File: config.mk
export PLATFORM = sky130hd
export DESIGN_NAME = timer_load_and_flag_control
export DESIGN_NICKNAME = d
export VERILOG_FILES = /design/src/core/timer_ctrl_pkg.sv /design/src/core/prescaler_chain.sv /design/src/core/timer_channel.sv /design/src/core/timer_load_and_flag_control.sv
export VERILOG_INCLUDE_DIRS = /design/src /design/src/core
export SDC_FILE = /design/constraint.sdc
export NUM_CORES = 1
export LEC_CHECK = 0
export BUFFER_PORTS_ARGS = -buffer_cell sky130_fd_sc_hd__buf_4
export CAP_MARGIN = 20
export CORE_ASPECT_RATIO = 1.75
export CORE_UTILIZATION = 58
export CTS_CLUSTER_SIZE = 25
export DETAILED_ROUTE_END_ITERATION = 10
export HOLD_SLACK_MARGIN = 0.06
export PLACE_DENSITY = 0.87
export SKIP_LAST_GASP = 1
export SLEW_MARGIN = 0
export SYNTH_ARGS = -nofsm -noshare
export SYNTH_HDL_FRONTEND = slang
export SYNTH_SLANG_ARGS = --single-unit
File: constraint.sdc
create_clock -name clk_i -period 5 [get_ports clk_i]
set_input_delay 0.25 -clock clk_i [delete_from_list [all_inputs] [get_ports clk_i]]
set_output_delay 0.25 -clock clk_i [all_outputs]
set_load 0.05 [all_outputs]
File: src/core/timer_ctrl_defs.svh
// offsets, field positions and codes of the timer and flag control block
`ifndef TIMER_CTRL_DEFS_SVH
`define TIMER_CTRL_DEFS_SVH
// ----------------------------------------------------------------------
// register offsets
// ----------------------------------------------------------------------
`define OFS_CMD 8'h00
`define OFS_FLAGS 8'h04
`define OFS_WAKE 8'h08
`define OFS_TIMERS 8'h0C
// ----------------------------------------------------------------------
// command word fields
// ----------------------------------------------------------------------
`define CMD_OP_HI 15
`define CMD_OP_LO 12
`define CMD_X_HI 8
// ----------------------------------------------------------------------
// flag register bit positions
// ----------------------------------------------------------------------
`define FLG_CARRY 0
`define FLG_BACKUP 1
`define FLG_EL 2
`define FLG_WDOG 3
`define FLG_RELOAD1 4
`define FLG_LCD_BLANK 5
`define FLG_INT_PULL 6
`define FLG_DED 7
`define FLG_RELOAD2 8
`define FLG_W 9
`define FLG_RST 9'h000
// ----------------------------------------------------------------------
// wake flag positions
// ----------------------------------------------------------------------
`define WK_PORT_C 0
`define WK_TIMER1 1
`define WK_INT 2
`define WK_PRESCALER 3
`define WK_TIMER2 4
`define WK_KEY 5
`define WK_RFC 6
`define WK_W 7
`define WK_RST 7'h00
// ----------------------------------------------------------------------
// prescaler and clock sources
// ----------------------------------------------------------------------
`define PRE_W 15
`define PRE_CLR_W 5
`define TAP_THREE 2
`define TAP_FIVE 4
`define TAP_SEVEN 6
`define TAP_NINE 8
`define TAP_ELEVEN 10
`define TAP_THIRTEEN 12
`define TAP_FIFTEEN 14
`define SEL_TAP9 3'h0
`define SEL_TAP3 3'h1
`define SEL_TAP15 3'h2
`define SEL_TONE 3'h3
`define SEL_TAP5 3'h4
`define SEL_TAP7 3'h5
`define SEL_TAP11 3'h6
`define SEL_TAP13 3'h7
`define TMR_W 6
`endif

File: src/core/timer_ctrl_pkg.sv
// types shared by the timer and flag control block
`default_nettype none
package timer_ctrl_pkg;
    typedef enum logic [3:0] {
        OP_TMS_RX = 4'h0,
        OP_TMS_TBL = 4'h1,
        OP_TMS_IMM = 4'h2,
        OP_TM2_RX = 4'h3,
        OP_TM2_TBL = 4'h4,
        OP_TM2_IMM = 4'h5,
        OP_SF = 4'h6,
        OP_RF = 4'h7,
        OP_SF2 = 4'h8,
        OP_RF2 = 4'h9,
        OP_PLC = 4'hA
    } op_e;
endpackage
`default_nettype wire

File: src/core/prescaler_chain.sv
// fifteen-bit free running prescaler with partial clear
`include "timer_ctrl_defs.svh"
`default_nettype none
module prescaler_chain (
    input wire logic clk_i,
    input wire logic rst_i,
    input wire logic clear_low_i,
    output logic [`PRE_W-1:0] count_o,
    output logic overflow_o
);
    logic [`PRE_W-1:0] count_r;
    logic ovf_r;
    logic [`PRE_W-1:0] count_inc;
    logic [`PRE_W-1:0] count_nxt;

    assign count_inc = count_r + 15'h0001;
    assign count_nxt = clear_low_i
        ? {count_inc[`PRE_W-1:`PRE_CLR_W], {`PRE_CLR_W{1'b0}}}
        : count_inc;

    always_ff @(posedge clk_i)
    begin
        if (rst_i)
        begin
            count_r <= 15'h0000;
            ovf_r <= 1'b0;
        end
        else
        begin
            count_r <= count_nxt;
            ovf_r <= &count_r;
        end
    end

    assign count_o = count_r;
    assign overflow_o = ovf_r;
endmodule
`default_nettype wire

File: src/core/timer_channel.sv
// six-bit down timer with selectable clock source and reload
`include "timer_ctrl_defs.svh"
`default_nettype none
module timer_channel (
    input wire logic clk_i,
    input wire logic rst_i,
    input wire logic load_i,
    input wire logic [2:0] sel_i,
    input wire logic [`TMR_W-1:0] preset_i,
    input wire logic stop_i,
    input wire logic reload_en_i,
    input wire logic [`PRE_W-1:0] taps_i,
    input wire logic tone_i,
    output logic [`TMR_W-1:0] count_o,
    output logic running_o,
    output logic underflow_o
);
    logic [2:0] sel_r;
    logic [`TMR_W-1:0] preset_r;
    logic [`TMR_W-1:0] count_r;
    logic run_r;
    logic src_d_r;
    logic uf_r;
    logic src;
    logic tick;
    logic uf_now;

    assign src = (sel_r == `SEL_TAP9) ? taps_i[`TAP_NINE] :
                 (sel_r == `SEL_TAP3) ? taps_i[`TAP_THREE] :
                 (sel_r == `SEL_TAP15) ? taps_i[`TAP_FIFTEEN] :
                 (sel_r == `SEL_TONE) ? tone_i :
                 (sel_r == `SEL_TAP5) ? taps_i[`TAP_FIVE] :
                 (sel_r == `SEL_TAP7) ? taps_i[`TAP_SEVEN] :
                 (sel_r == `SEL_TAP11) ? taps_i[`TAP_ELEVEN] :
                 taps_i[`TAP_THIRTEEN];
    // rising edge only, so a slow source counts once per period
    assign tick = src & ~src_d_r & run_r;
    assign uf_now = tick & (count_r == 6'h00);

    always_ff @(posedge clk_i)
    begin
        if (rst_i)
        begin
            sel_r <= 3'h0;
            preset_r <= 6'h00;
            count_r <= 6'h00;
            run_r <= 1'b0;
            src_d_r <= 1'b0;
            uf_r <= 1'b0;
        end
        else
        begin
            src_d_r <= src | load_i; // a new select must not read as a source edge
            uf_r <= uf_now & ~load_i & ~stop_i;
            if (load_i)
            begin
                sel_r <= sel_i;
                preset_r <= preset_i;
                count_r <= preset_i;
                run_r <= 1'b1;
            end
            else if (stop_i)
                run_r <= 1'b0;
            else if (uf_now)
            begin
                count_r <= preset_r;
                run_r <= reload_en_i;
            end
            else if (tick)
                count_r <= count_r - 6'h01;
        end
    end

    assign count_o = count_r;
    assign running_o = run_r;
    assign underflow_o = uf_r;
endmodule
`default_nettype wire

File: src/core/timer_load_and_flag_control.sv
// instruction driven timer loading and system flag control
// ----------------------------------------------------------------------
// Summary of operation
// - register timer-one load: select from acc[3:2], preset acc[1:0] plus nibble
// - two-bit select: 00 tap9, 01 tap3, 10 tap15, 11 tone output
// - table timer-one load: byte bits 7..6 select, bits 5..0 preset
// - immediate timer-one load: operand bits 8..6 select, bits 5..0 preset
// - three-bit select: 100..111 pick taps five, seven, eleven, thirteen
// - register timer-two load uses accumulator and nibble like timer one
// - table timer-two load: byte bits 7..6 select, bits 5..0 preset
// - immediate timer-two load uses the eight-source select mapping
// - operand bit 0 sets or clears the carry flag
// - operand bit 1 enters or leaves backup mode with its flag
// - operand bit 2 turns the panel driver on or off
// - set with bits 2 and 3 drives panel and requests halt
// - operand bit 4 starts or disables the watchdog with its flag
// - operand bit 7 enables or disables timer-one reload; 5, 6 ignored
// - second set/reset bit 3 switches the strong interrupt pull-down
// - second set/reset bit 2 blanks or restores the display
// - second set/reset bit 1 sets or clears display-enable-detect
// - second set/reset bit 0 switches timer-two reload
// - pulse clears wake flags for port c, int, prescaler, key, converter
// - pulse bit 1 or 4 clears timer wake flag and stops timer
// - pulse bit 8 clears the low five prescaler bits
// ----------------------------------------------------------------------
`include "timer_ctrl_defs.svh"
`default_nettype none
module timer_load_and_flag_control (
    input wire logic clk_i,
    input wire logic rst_i,
    input wire logic cyc_i,
    input wire logic stb_i,
    input wire logic we_i,
    input wire logic [7:0] adr_i,
    input wire logic [3:0] sel_i,
    input wire logic [31:0] dat_i,
    output logic [31:0] dat_o,
    output logic ack_o,
    input wire logic [3:0] accumulator_i,
    input wire logic [3:0] addressed_nibble_i,
    input wire logic [7:0] index_pointer_byte_i,
    input wire logic tone_generator_output_i,
    input wire logic port_c_event_i,
    input wire logic int_pin_event_i,
    input wire logic key_input_event_i,
    input wire logic rfc_overflow_i,
    output logic carry_flag_o,
    output logic backup_flag_o,
    output logic el_driver_o,
    output logic watchdog_flag_o,
    output logic lcd_blank_o,
    output logic int_strong_pull_o,
    output logic display_enable_detect_flag_o,
    output logic halt_request_o,
    output logic [`WK_W-1:0] wake_flags_o
);
    // ------------------------------------------------------------------
    // bus slave
    // ------------------------------------------------------------------
    logic ack_r;
    logic [31:0] dat_r;
    logic [15:0] cmd_r;
    logic req;
    logic hit_cmd;
    logic exec;
    logic [31:0] rd_word;

    assign req = cyc_i & stb_i;
    assign hit_cmd = (adr_i == `OFS_CMD);
    // commands need the low half-word lanes; partial writes are dropped
    assign exec = req & we_i & ack_r & hit_cmd & (&sel_i[1:0]);

    // ------------------------------------------------------------------
    // command decode
    // ------------------------------------------------------------------
    logic [3:0] op;
    logic [`CMD_X_HI:0] x;
    logic src_rx;
    logic src_tbl;
    logic t1_load;
    logic t2_load;
    logic [2:0] ld_sel;
    logic [`TMR_W-1:0] ld_preset;
    logic sf;
    logic rf;
    logic sf2;
    logic rf2;
    logic pulse_control_op;

    assign op = dat_i[`CMD_OP_HI:`CMD_OP_LO];
    assign x = dat_i[`CMD_X_HI:0];
    assign sf = exec & (op == timer_ctrl_pkg::OP_SF);
    assign rf = exec & (op == timer_ctrl_pkg::OP_RF);
    assign sf2 = exec & (op == timer_ctrl_pkg::OP_SF2);
    assign rf2 = exec & (op == timer_ctrl_pkg::OP_RF2);
    assign pulse_control_op = exec & (op == timer_ctrl_pkg::OP_PLC);
    assign src_rx = (op == timer_ctrl_pkg::OP_TMS_RX) | (op == timer_ctrl_pkg::OP_TM2_RX);
    assign src_tbl = (op == timer_ctrl_pkg::OP_TMS_TBL) | (op == timer_ctrl_pkg::OP_TM2_TBL);
    assign t1_load = exec & ((op == timer_ctrl_pkg::OP_TMS_RX)
        | (op == timer_ctrl_pkg::OP_TMS_TBL) | (op == timer_ctrl_pkg::OP_TMS_IMM));
    assign t2_load = exec & ((op == timer_ctrl_pkg::OP_TM2_RX)
        | (op == timer_ctrl_pkg::OP_TM2_TBL) | (op == timer_ctrl_pkg::OP_TM2_IMM));
    // two-bit selects widen with a zero so they share the eight-way map
    assign ld_sel = src_rx ? {1'b0, accumulator_i[3:2]} :
                    src_tbl ? {1'b0, index_pointer_byte_i[7:6]} :
                    x[8:6];
    assign ld_preset = src_rx ? {accumulator_i[1:0], addressed_nibble_i} :
                       src_tbl ? index_pointer_byte_i[5:0] :
                       x[5:0];

    // ------------------------------------------------------------------
    // system flags
    // ------------------------------------------------------------------
    logic [`FLG_W-1:0] flags_r;
    logic [`FLG_W-1:0] flags_nxt;
    logic [`FLG_W-1:0] set_vec;
    logic [`FLG_W-1:0] clr_vec;
    logic halt_r;

    assign set_vec[`FLG_CARRY] = sf & x[0];
    assign clr_vec[`FLG_CARRY] = rf & x[0];
    assign set_vec[`FLG_BACKUP] = sf & x[1];
    assign clr_vec[`FLG_BACKUP] = rf & x[1];
    assign set_vec[`FLG_EL] = sf & x[2];
    assign clr_vec[`FLG_EL] = rf & x[2];
    assign set_vec[`FLG_WDOG] = sf & x[4];
    assign clr_vec[`FLG_WDOG] = rf & x[4];
    assign set_vec[`FLG_RELOAD1] = sf & x[7];
    assign clr_vec[`FLG_RELOAD1] = rf & x[7];
    assign set_vec[`FLG_INT_PULL] = sf2 & x[3];
    assign clr_vec[`FLG_INT_PULL] = rf2 & x[3];
    assign set_vec[`FLG_LCD_BLANK] = sf2 & x[2];
    assign clr_vec[`FLG_LCD_BLANK] = rf2 & x[2];
    assign set_vec[`FLG_DED] = sf2 & x[1];
    assign clr_vec[`FLG_DED] = rf2 & x[1];
    assign set_vec[`FLG_RELOAD2] = sf2 & x[0];
    assign clr_vec[`FLG_RELOAD2] = rf2 & x[0];
    assign flags_nxt = (flags_r & ~clr_vec) | set_vec;

    always_ff @(posedge clk_i)
    begin
        if (rst_i)
        begin
            flags_r <= `FLG_RST;
            halt_r <= 1'b0;
        end
        else
        begin
            flags_r <= flags_nxt;
            halt_r <= sf & x[2] & x[3];
        end
    end

    // ------------------------------------------------------------------
    // prescaler and timers
    // ------------------------------------------------------------------
    logic [`PRE_W-1:0] pre_count;
    logic pre_ovf;
    logic [`TMR_W-1:0] t1_count;
    logic [`TMR_W-1:0] t2_count;
    logic t1_run;
    logic t2_run;
    logic t1_uf;
    logic t2_uf;

    // clear request is honoured alone; pairing it with bit 3 is software's job
    prescaler_chain u_pre (
        .clk_i(clk_i),
        .rst_i(rst_i),
        .clear_low_i(pulse_control_op & x[8]),
        .count_o(pre_count),
        .overflow_o(pre_ovf)
    );

    timer_channel u_t1 (
        .clk_i(clk_i),
        .rst_i(rst_i),
        .load_i(t1_load),
        .sel_i(ld_sel),
        .preset_i(ld_preset),
        .stop_i(pulse_control_op & x[1]),
        .reload_en_i(flags_r[`FLG_RELOAD1]),
        .taps_i(pre_count),
        .tone_i(tone_generator_output_i),
        .count_o(t1_count),
        .running_o(t1_run),
        .underflow_o(t1_uf)
    );

    timer_channel u_t2 (
        .clk_i(clk_i),
        .rst_i(rst_i),
        .load_i(t2_load),
        .sel_i(ld_sel),
        .preset_i(ld_preset),
        .stop_i(pulse_control_op & x[4]),
        .reload_en_i(flags_r[`FLG_RELOAD2]),
        .taps_i(pre_count),
        .tone_i(tone_generator_output_i),
        .count_o(t2_count),
        .running_o(t2_run),
        .underflow_o(t2_uf)
    );

    // ------------------------------------------------------------------
    // halt release flags
    // ------------------------------------------------------------------
    logic [`WK_W-1:0] wake_r;
    logic [`WK_W-1:0] wake_set;
    logic [`WK_W-1:0] wake_clr;

    assign wake_set[`WK_PORT_C] = port_c_event_i;
    assign wake_set[`WK_TIMER1] = t1_uf;
    assign wake_set[`WK_INT] = int_pin_event_i;
    assign wake_set[`WK_PRESCALER] = pre_ovf;
    assign wake_set[`WK_TIMER2] = t2_uf;
    assign wake_set[`WK_KEY] = key_input_event_i;
    assign wake_set[`WK_RFC] = rfc_overflow_i;
    assign wake_clr = {`WK_W{pulse_control_op}} & x[`WK_W-1:0];

    always_ff @(posedge clk_i)
    begin
        if (rst_i)
            wake_r <= `WK_RST;
        else
            wake_r <= (wake_r & ~wake_clr) | wake_set; // set wins over clear
    end

    // ------------------------------------------------------------------
    // register read and acknowledge
    // ------------------------------------------------------------------
    assign rd_word = (adr_i == `OFS_CMD) ? {16'h0000, cmd_r} :
                     (adr_i == `OFS_FLAGS) ? {23'h000000, flags_r} :
                     (adr_i == `OFS_WAKE) ? {25'h0000000, wake_r} :
                     (adr_i == `OFS_TIMERS) ? {16'h0000, t2_run, 1'b0, t2_count,
                                               t1_run, 1'b0, t1_count} :
                     32'h00000000;

    always_ff @(posedge clk_i)
    begin
        if (rst_i)
        begin
            ack_r <= 1'b0;
            dat_r <= 32'h00000000;
            cmd_r <= 16'h0000;
        end
        else
        begin
            ack_r <= req & ~ack_r;
            dat_r <= rd_word;
            if (exec)
                cmd_r <= dat_i[15:0];
        end
    end

    assign ack_o = ack_r;
    assign dat_o = dat_r;
    assign carry_flag_o = flags_r[`FLG_CARRY];
    assign backup_flag_o = flags_r[`FLG_BACKUP];
    assign el_driver_o = flags_r[`FLG_EL];
    assign watchdog_flag_o = flags_r[`FLG_WDOG];
    assign lcd_blank_o = flags_r[`FLG_LCD_BLANK];
    assign int_strong_pull_o = flags_r[`FLG_INT_PULL];
    assign display_enable_detect_flag_o = flags_r[`FLG_DED];
    assign halt_request_o = halt_r;
    assign wake_flags_o = wake_r;
endmodule
`default_nettype wire

### Word-level counts from Yosys, hierarchy flattened

Cells that the tools add are included.

* $add $sub $neg: 3
* equality and inequality tests: 27
* mux-type cells: 36
* bitwise logic cells: 67
* reductions and logical operators: 16

Operator list (number)
* two-way mux 16 bit: 4
* two-way mux 6 bit: 10
* AND 1 bit: 45
* two-way mux 1 bit: 20
* == test 3 bit (second input constant): 6
* == test 4 x 3 -> 1 bit (second input constant): 4
* == test 8 x 4 -> 1 bit (second input constant): 2
* adder 15 x 1 -> 15 bit (second input constant): 1
* AND reduction 15 bit: 1
* AND 7 bit: 2
* == test 3 x 2 -> 1 bit (second input constant): 4
* == test 4 bit (second input constant): 3
* logical NOT 6 bit: 2
* nonzero test 3 bit: 4
* subtractor 6 x 1 -> 6 bit (second input constant): 2
* AND 9 bit: 1
* inverter 9 bit: 1
* bitwise OR 9 bit: 1
* == test 4 x 2 -> 1 bit (second input constant): 2
* == test 8 x 3 -> 1 bit (second input constant): 1
* logical NOT 8 bit: 1
* bitwise OR 1 bit: 8
* inverter 1 bit: 7
* inverter 7 bit: 1
* other kinds (10): 16

* register bits after elaboration: 118
* output and inout bits: 48

### Longest topological paths before layout

* depth in word-level cells: 14
* gate-level depth with buffers: 8
* depth with buffers taken out: 8

### Modules after synthesis

A second synthesis with hierarchy kept.

* cell total of the unflattened synthesis: 583
* area total of the unflattened synthesis: 5436.5 um^2

Modules (own cells, without submodules)
* timer_load_and_flag_control: times used 1, cells each 274, area an instance 2561.2 um^2
* timer_channel: times used 2, cells each 115, area an instance 1074.8 um^2
* prescaler_chain: times used 1, cells each 79, area an instance 725.7 um^2

### Least setup slack after synthesis

Ideal clock, no wire load.

* path kind: flip-flop to flip-flop
* start: reg ack_r (netlist: ack_o)
* end: reg u_t2.count_r[5] (netlist: u_t2.count_o[5])
* data arrival time: 2.036 ns
* slack: 2.838 ns
* cell stages (with the launch flop): 8
* path buffers: 1
* cell sequence: dfxtp_1 and4_1 nand4_4 or3_1 clkbuf_1 and3_1 mux2i_1 a221oi_2

* cells in the longest elaborated chain, start to end: 7
* elaborated cells on any way between the ends: 10
* classes of those cells: 1 x eq/ne; 1 x mux; 6 x bitwise; 2 x reduce/logical

RTL lines
* from (decl): line timer_load_and_flag_control.sv:60 `logic ack_r;`
* from (signal assigned): line timer_load_and_flag_control.sv:249 `ack_r <= req & ~ack_r;`
* AND 1 bit (*) (3 in series): line timer_load_and_flag_control.sv:71 `assign exec = req & we_i & ack_r & hit_cmd & (&sel_i[1:0]);`
* AND 1 bit: line timer_load_and_flag_control.sv:96 `assign pulse_control_op = exec & (op == timer_ctrl_pkg::OP_PLC);`
* AND 1 bit: line timer_load_and_flag_control.sv:196 `.stop_i(pulse_control_op & x[4]),`
* != test 2 x 1 -> 1 bit (no source line)
* AND reduction 2 bit (no source line)
* to (signal assigned): line timer_channel.sv:59 `count_r <= preset_i;`
* to (signal assigned): line timer_channel.sv:66 `count_r <= preset_r;`
* to (signal assigned): line timer_channel.sv:70 `count_r <= count_r - 6'h01;`
* to (decl): line timer_channel.sv:20 `` logic [`TMR_W-1:0] count_r; ``

Mark *: on every way between the ends. The rest lies on a longest branch, timed or not.
A chain may end at the register's enable or synchronous reset.

### Worst setup path in the final report

* start: reg ack_r (netlist: ack_o)
* end: reg u_t1.count_r[0] (netlist: u_t1.count_o[0])

* cells in the longest elaborated chain, start to end: 7
* elaborated cells on any way between the ends: 10
* classes of those cells: 1 x eq/ne; 1 x mux; 6 x bitwise; 2 x reduce/logical

RTL lines
* AND 1 bit (*) (3 in series): line timer_load_and_flag_control.sv:71
* AND 1 bit: line timer_load_and_flag_control.sv:96
* AND 1 bit: line timer_load_and_flag_control.sv:181 `.stop_i(pulse_control_op & x[1]),`
* != test 2 x 1 -> 1 bit (no source line)
* AND reduction 2 bit (no source line)
* to (signal assigned): line timer_channel.sv:59
* to (signal assigned): line timer_channel.sv:66
* to (signal assigned): line timer_channel.sv:70
* to (decl): line timer_channel.sv:20

Marks and branches as above.

==> results.md <==
* Status: complete, but fails checks
* Failing checks: design-rule violations
* Worst-path fanout max at 13
* Setup Crit Path Kind: register to register
* Largest net degree at the start of global routing at 79
* CTS resizes at 0
* Top_reg_cell synth: dfxtp_1
* Finished Layout Cells at 710
* Worst setup EP type: register
* Setup TNS at 0 ns
* Initial antenna violation count at 0
* RSZ-0062 raised after global routing: no
* Area Overhead vs Synth at 18.3%
* Worst r2r src: ack_o
* Drt first pass iters at 9
* Startpoint types: register
* Syn Area/Cell at 8.90 µm²
* GR Util met2 at 54.4%
* Die height at 123 µm
* Max_cap viols at 0
* Clk root buf: clkbuf_16
* First-pass GRT wire length at 19,800 µm
* Total core area at 8020 µm²
* Pre-CTS setup slack at 2.12 ns
* Initial drt markers at 348
* Vias at 4,253
* CP Data Arrival Time at 2.97 ns
* Antenna Nets Post-Route at 0
* Final Instance Area at 5770 µm²
* GR Util met1 at 32.4%
* Later-pin clock latency in the skew report at 0.35 ns
* Routed length per instance at 17.6 µm
* Netlist cell types at 68
* Slew headroom at 34.6%
* Hold Path Depth at 3
* Gp weighted congestion at 0.928
* Fill cell count at 585
* Area taken by multi-input logic gates at 2580 µm²
* Number of global-route vias before repair at 4,127
* H-tree Lvls at 3
* Power per Cell Area at 308 nW/µm²
* IO Count at 118
* Flops & latches, synth at 102
* Longest Clk Path Bufs at 2
* Post-DP Area at 5420 µm²
* Number of synthesized flops with an enable pin at 0
* Gr ovfl total at 0
* Hold crit path type: primary input to register
* Cells on worst reg2reg path at 7
* Peak VDD IR at 193 µV
* Yosys top cell area share at 41.9%
* FF-to-FF setup slack at 2.23 ns
* Final Hold Vio Count at 0
* Sequential area share after synthesis at 41.9%
* Sequential cell area at 2040 µm²
* F_max at 361 MHz
* Post-CTS setup repair buffer count at 0
* Number of antenna diodes at 0
* Setup ws final at 2.23 ns
* Asr flop ratio synth at 0%
* GR peak layer: met2
* CP Data Required Time at 5.20 ns
* Die Footprint at 8800 µm²
* Layout cell share with drive strength beyond 1 at 21.3%
* Vias per cell at 5.99
* CTS clk-pin slew, worst paths at 0.07 ns
* Pin slew with the least headroom to its limit at 0.975 ns
* Post-Syn Area at 4880 µm²
* Cell accounting for the most synthesized area: dfxtp_1
* Die Wd at 71.3 µm
* Tot GR Track Use at 29.7%
* Final wirelength at 12,500 µm
* CP Launch Point: ack_o
* Syn Inst Count at 548
* # setup viols final at 0
* Sink Count at 102
* Final period util at 55.4%
* Starting Density at 60.9%
* Layout Nets at 689
* CTS tree: yes
* Top cells by area, synth: dfxtp_1 42%, mux2i_1 6.2%, nor2_1 6.0%
* LEAKAGE at 0.00234 µW
* M3 GR Usage at 3.67%
* Min-delay src: int_pin_event_i
* Worst Clk Skew at 0.00449 ns
* Port-buffer cells at 83
* DRC errors left at 14
* Cts bufs inserted at 9
* Hold buffers post-CTS at 0
* Synth warn at 0
* Dpl hpwl at 8870 µm
* Placed Instances at 694
* Row count at 43
* Final Max Slew Viols at 0
* Final min period at 2.77 ns
where the power goes:
group / total (µW) / internal, µW / switching, µW / leakage [µW]
clock: 819 / 517 / 302 / 0.000176
sequential: 821 / 817 / 4.35 / 0.000823
combinational: 139 / 47.4 / 91.9 / 0.00134
flip-flops by register name, indices dropped and copies added, names as in the netlist, 6 cells and up:
signal	count
u_t1.count_o	6
u_pre.count_o	15
dat_o	16
cmd_r	16
flags_r	9
wake_flags_o	7
u_t2.preset_r	6
u_t1.preset_r	6
u_t2.count_o	6
cell usage in the layout, fill, tap and decap left out, types with 4 or more instances in the layout:
master and instances:
a21oi_1 44, a22oi_1 12, a31oi_1 9, and3_1 10, buf_4 84, clkbuf_16 9, conb_1 16, dfxtp_1 102
ha_1 4, inv_1 12, mux2_2 7, mux2i_1 30, mux4_2 8, nand2_1 75, nand3_1 13, nor2_1 78
nor2b_1 7, nor3_1 6, o211ai_1 8, o21ai_0 4, or3_1 9, xnor2_1 7, xor2_1 8
critical path: stages (launching register included):
cell	delay (ns)
dfxtp_1	0.35
and4_1	0.27
and4_1	0.56
buf_4	0.32
nand3_1	0.42
and3_1	0.44
o211ai_1	0.15
a31oi_1	0.11
final timing paths:
kind,end
setup / recovery,u_t1.count_o[0]
hold / removal,wake_flags_o[2]
setup reg to reg,u_t1.count_o[0]
hold reg to reg,dat_o[14]
cell type report:
cell class,instances,share of cell area (%)
clock buffer,11,4.38
clock inverter,5,1.80
inverter,12,0.780
multi-input combinational,406,44.8
sequential,102,35.4
tap,90,1.95
timing repair buffer,84,10.9
metal layers:
layer | wire (µm) | vias up
li1 | - | 2022
met1 | 4600 | 2017
met2 | 6600 | 181
met3 | 799 | 33
met4 | 492 | 0
met5 | 0 | -
per-stage QoR:
stage,hold slack (ns),utilization (%),power [µW]
after global placement,0.415,67.6,975
after floorplan,0.367,-,933
after CTS,0.104,72.0,1780
final,0.105,72.0,1780
after detailed placement,0.425,67.6,977
after global routing,0.125,72.0,1820
synth_stat cells (2+ instances only):
master,instances
dfxtp_1,102
nor2_1,78
nand2_1,75
a21oi_1,44
mux2i_1,30
buf_4,18
clkbuf_1,15
nand3_1,13
a22oi_1,12
inv_1,12
and3_1,10
a31oi_1,9
or3_1,9
mux4_2,8
o211ai_1,8
xor2_1,8
mux2_2,7
nor2b_1,7
xnor2_1,7
nor3_1,6
buf_2,4
ha_1,4
o21ai_0,4
and2_1,3
nor3b_1,3
nor4b_2,3
a211o_1,2
and4_1,2
buf_1,2
clkbuf_8,2
nand2b_1,2
nand4_1,2
o31ai_1,2
cell families (layout without fill, tap and decap cells):
family	count (synthesis)	in the layout	share of synthesized area, %
xor gates and xnor gates	15	15	2.69
buffers and inverters	55	112	6.31
muxes	46	46	11.8
adders and majority gates	4	4	1.03
other	1	16	0.0769
DFF	102	102	41.9
and+or+nand+nor	227	227	23.0
AOI/OAI and AO/OA	98	98	13.2
Note: power is estimated with default switching activity, not from simulation.
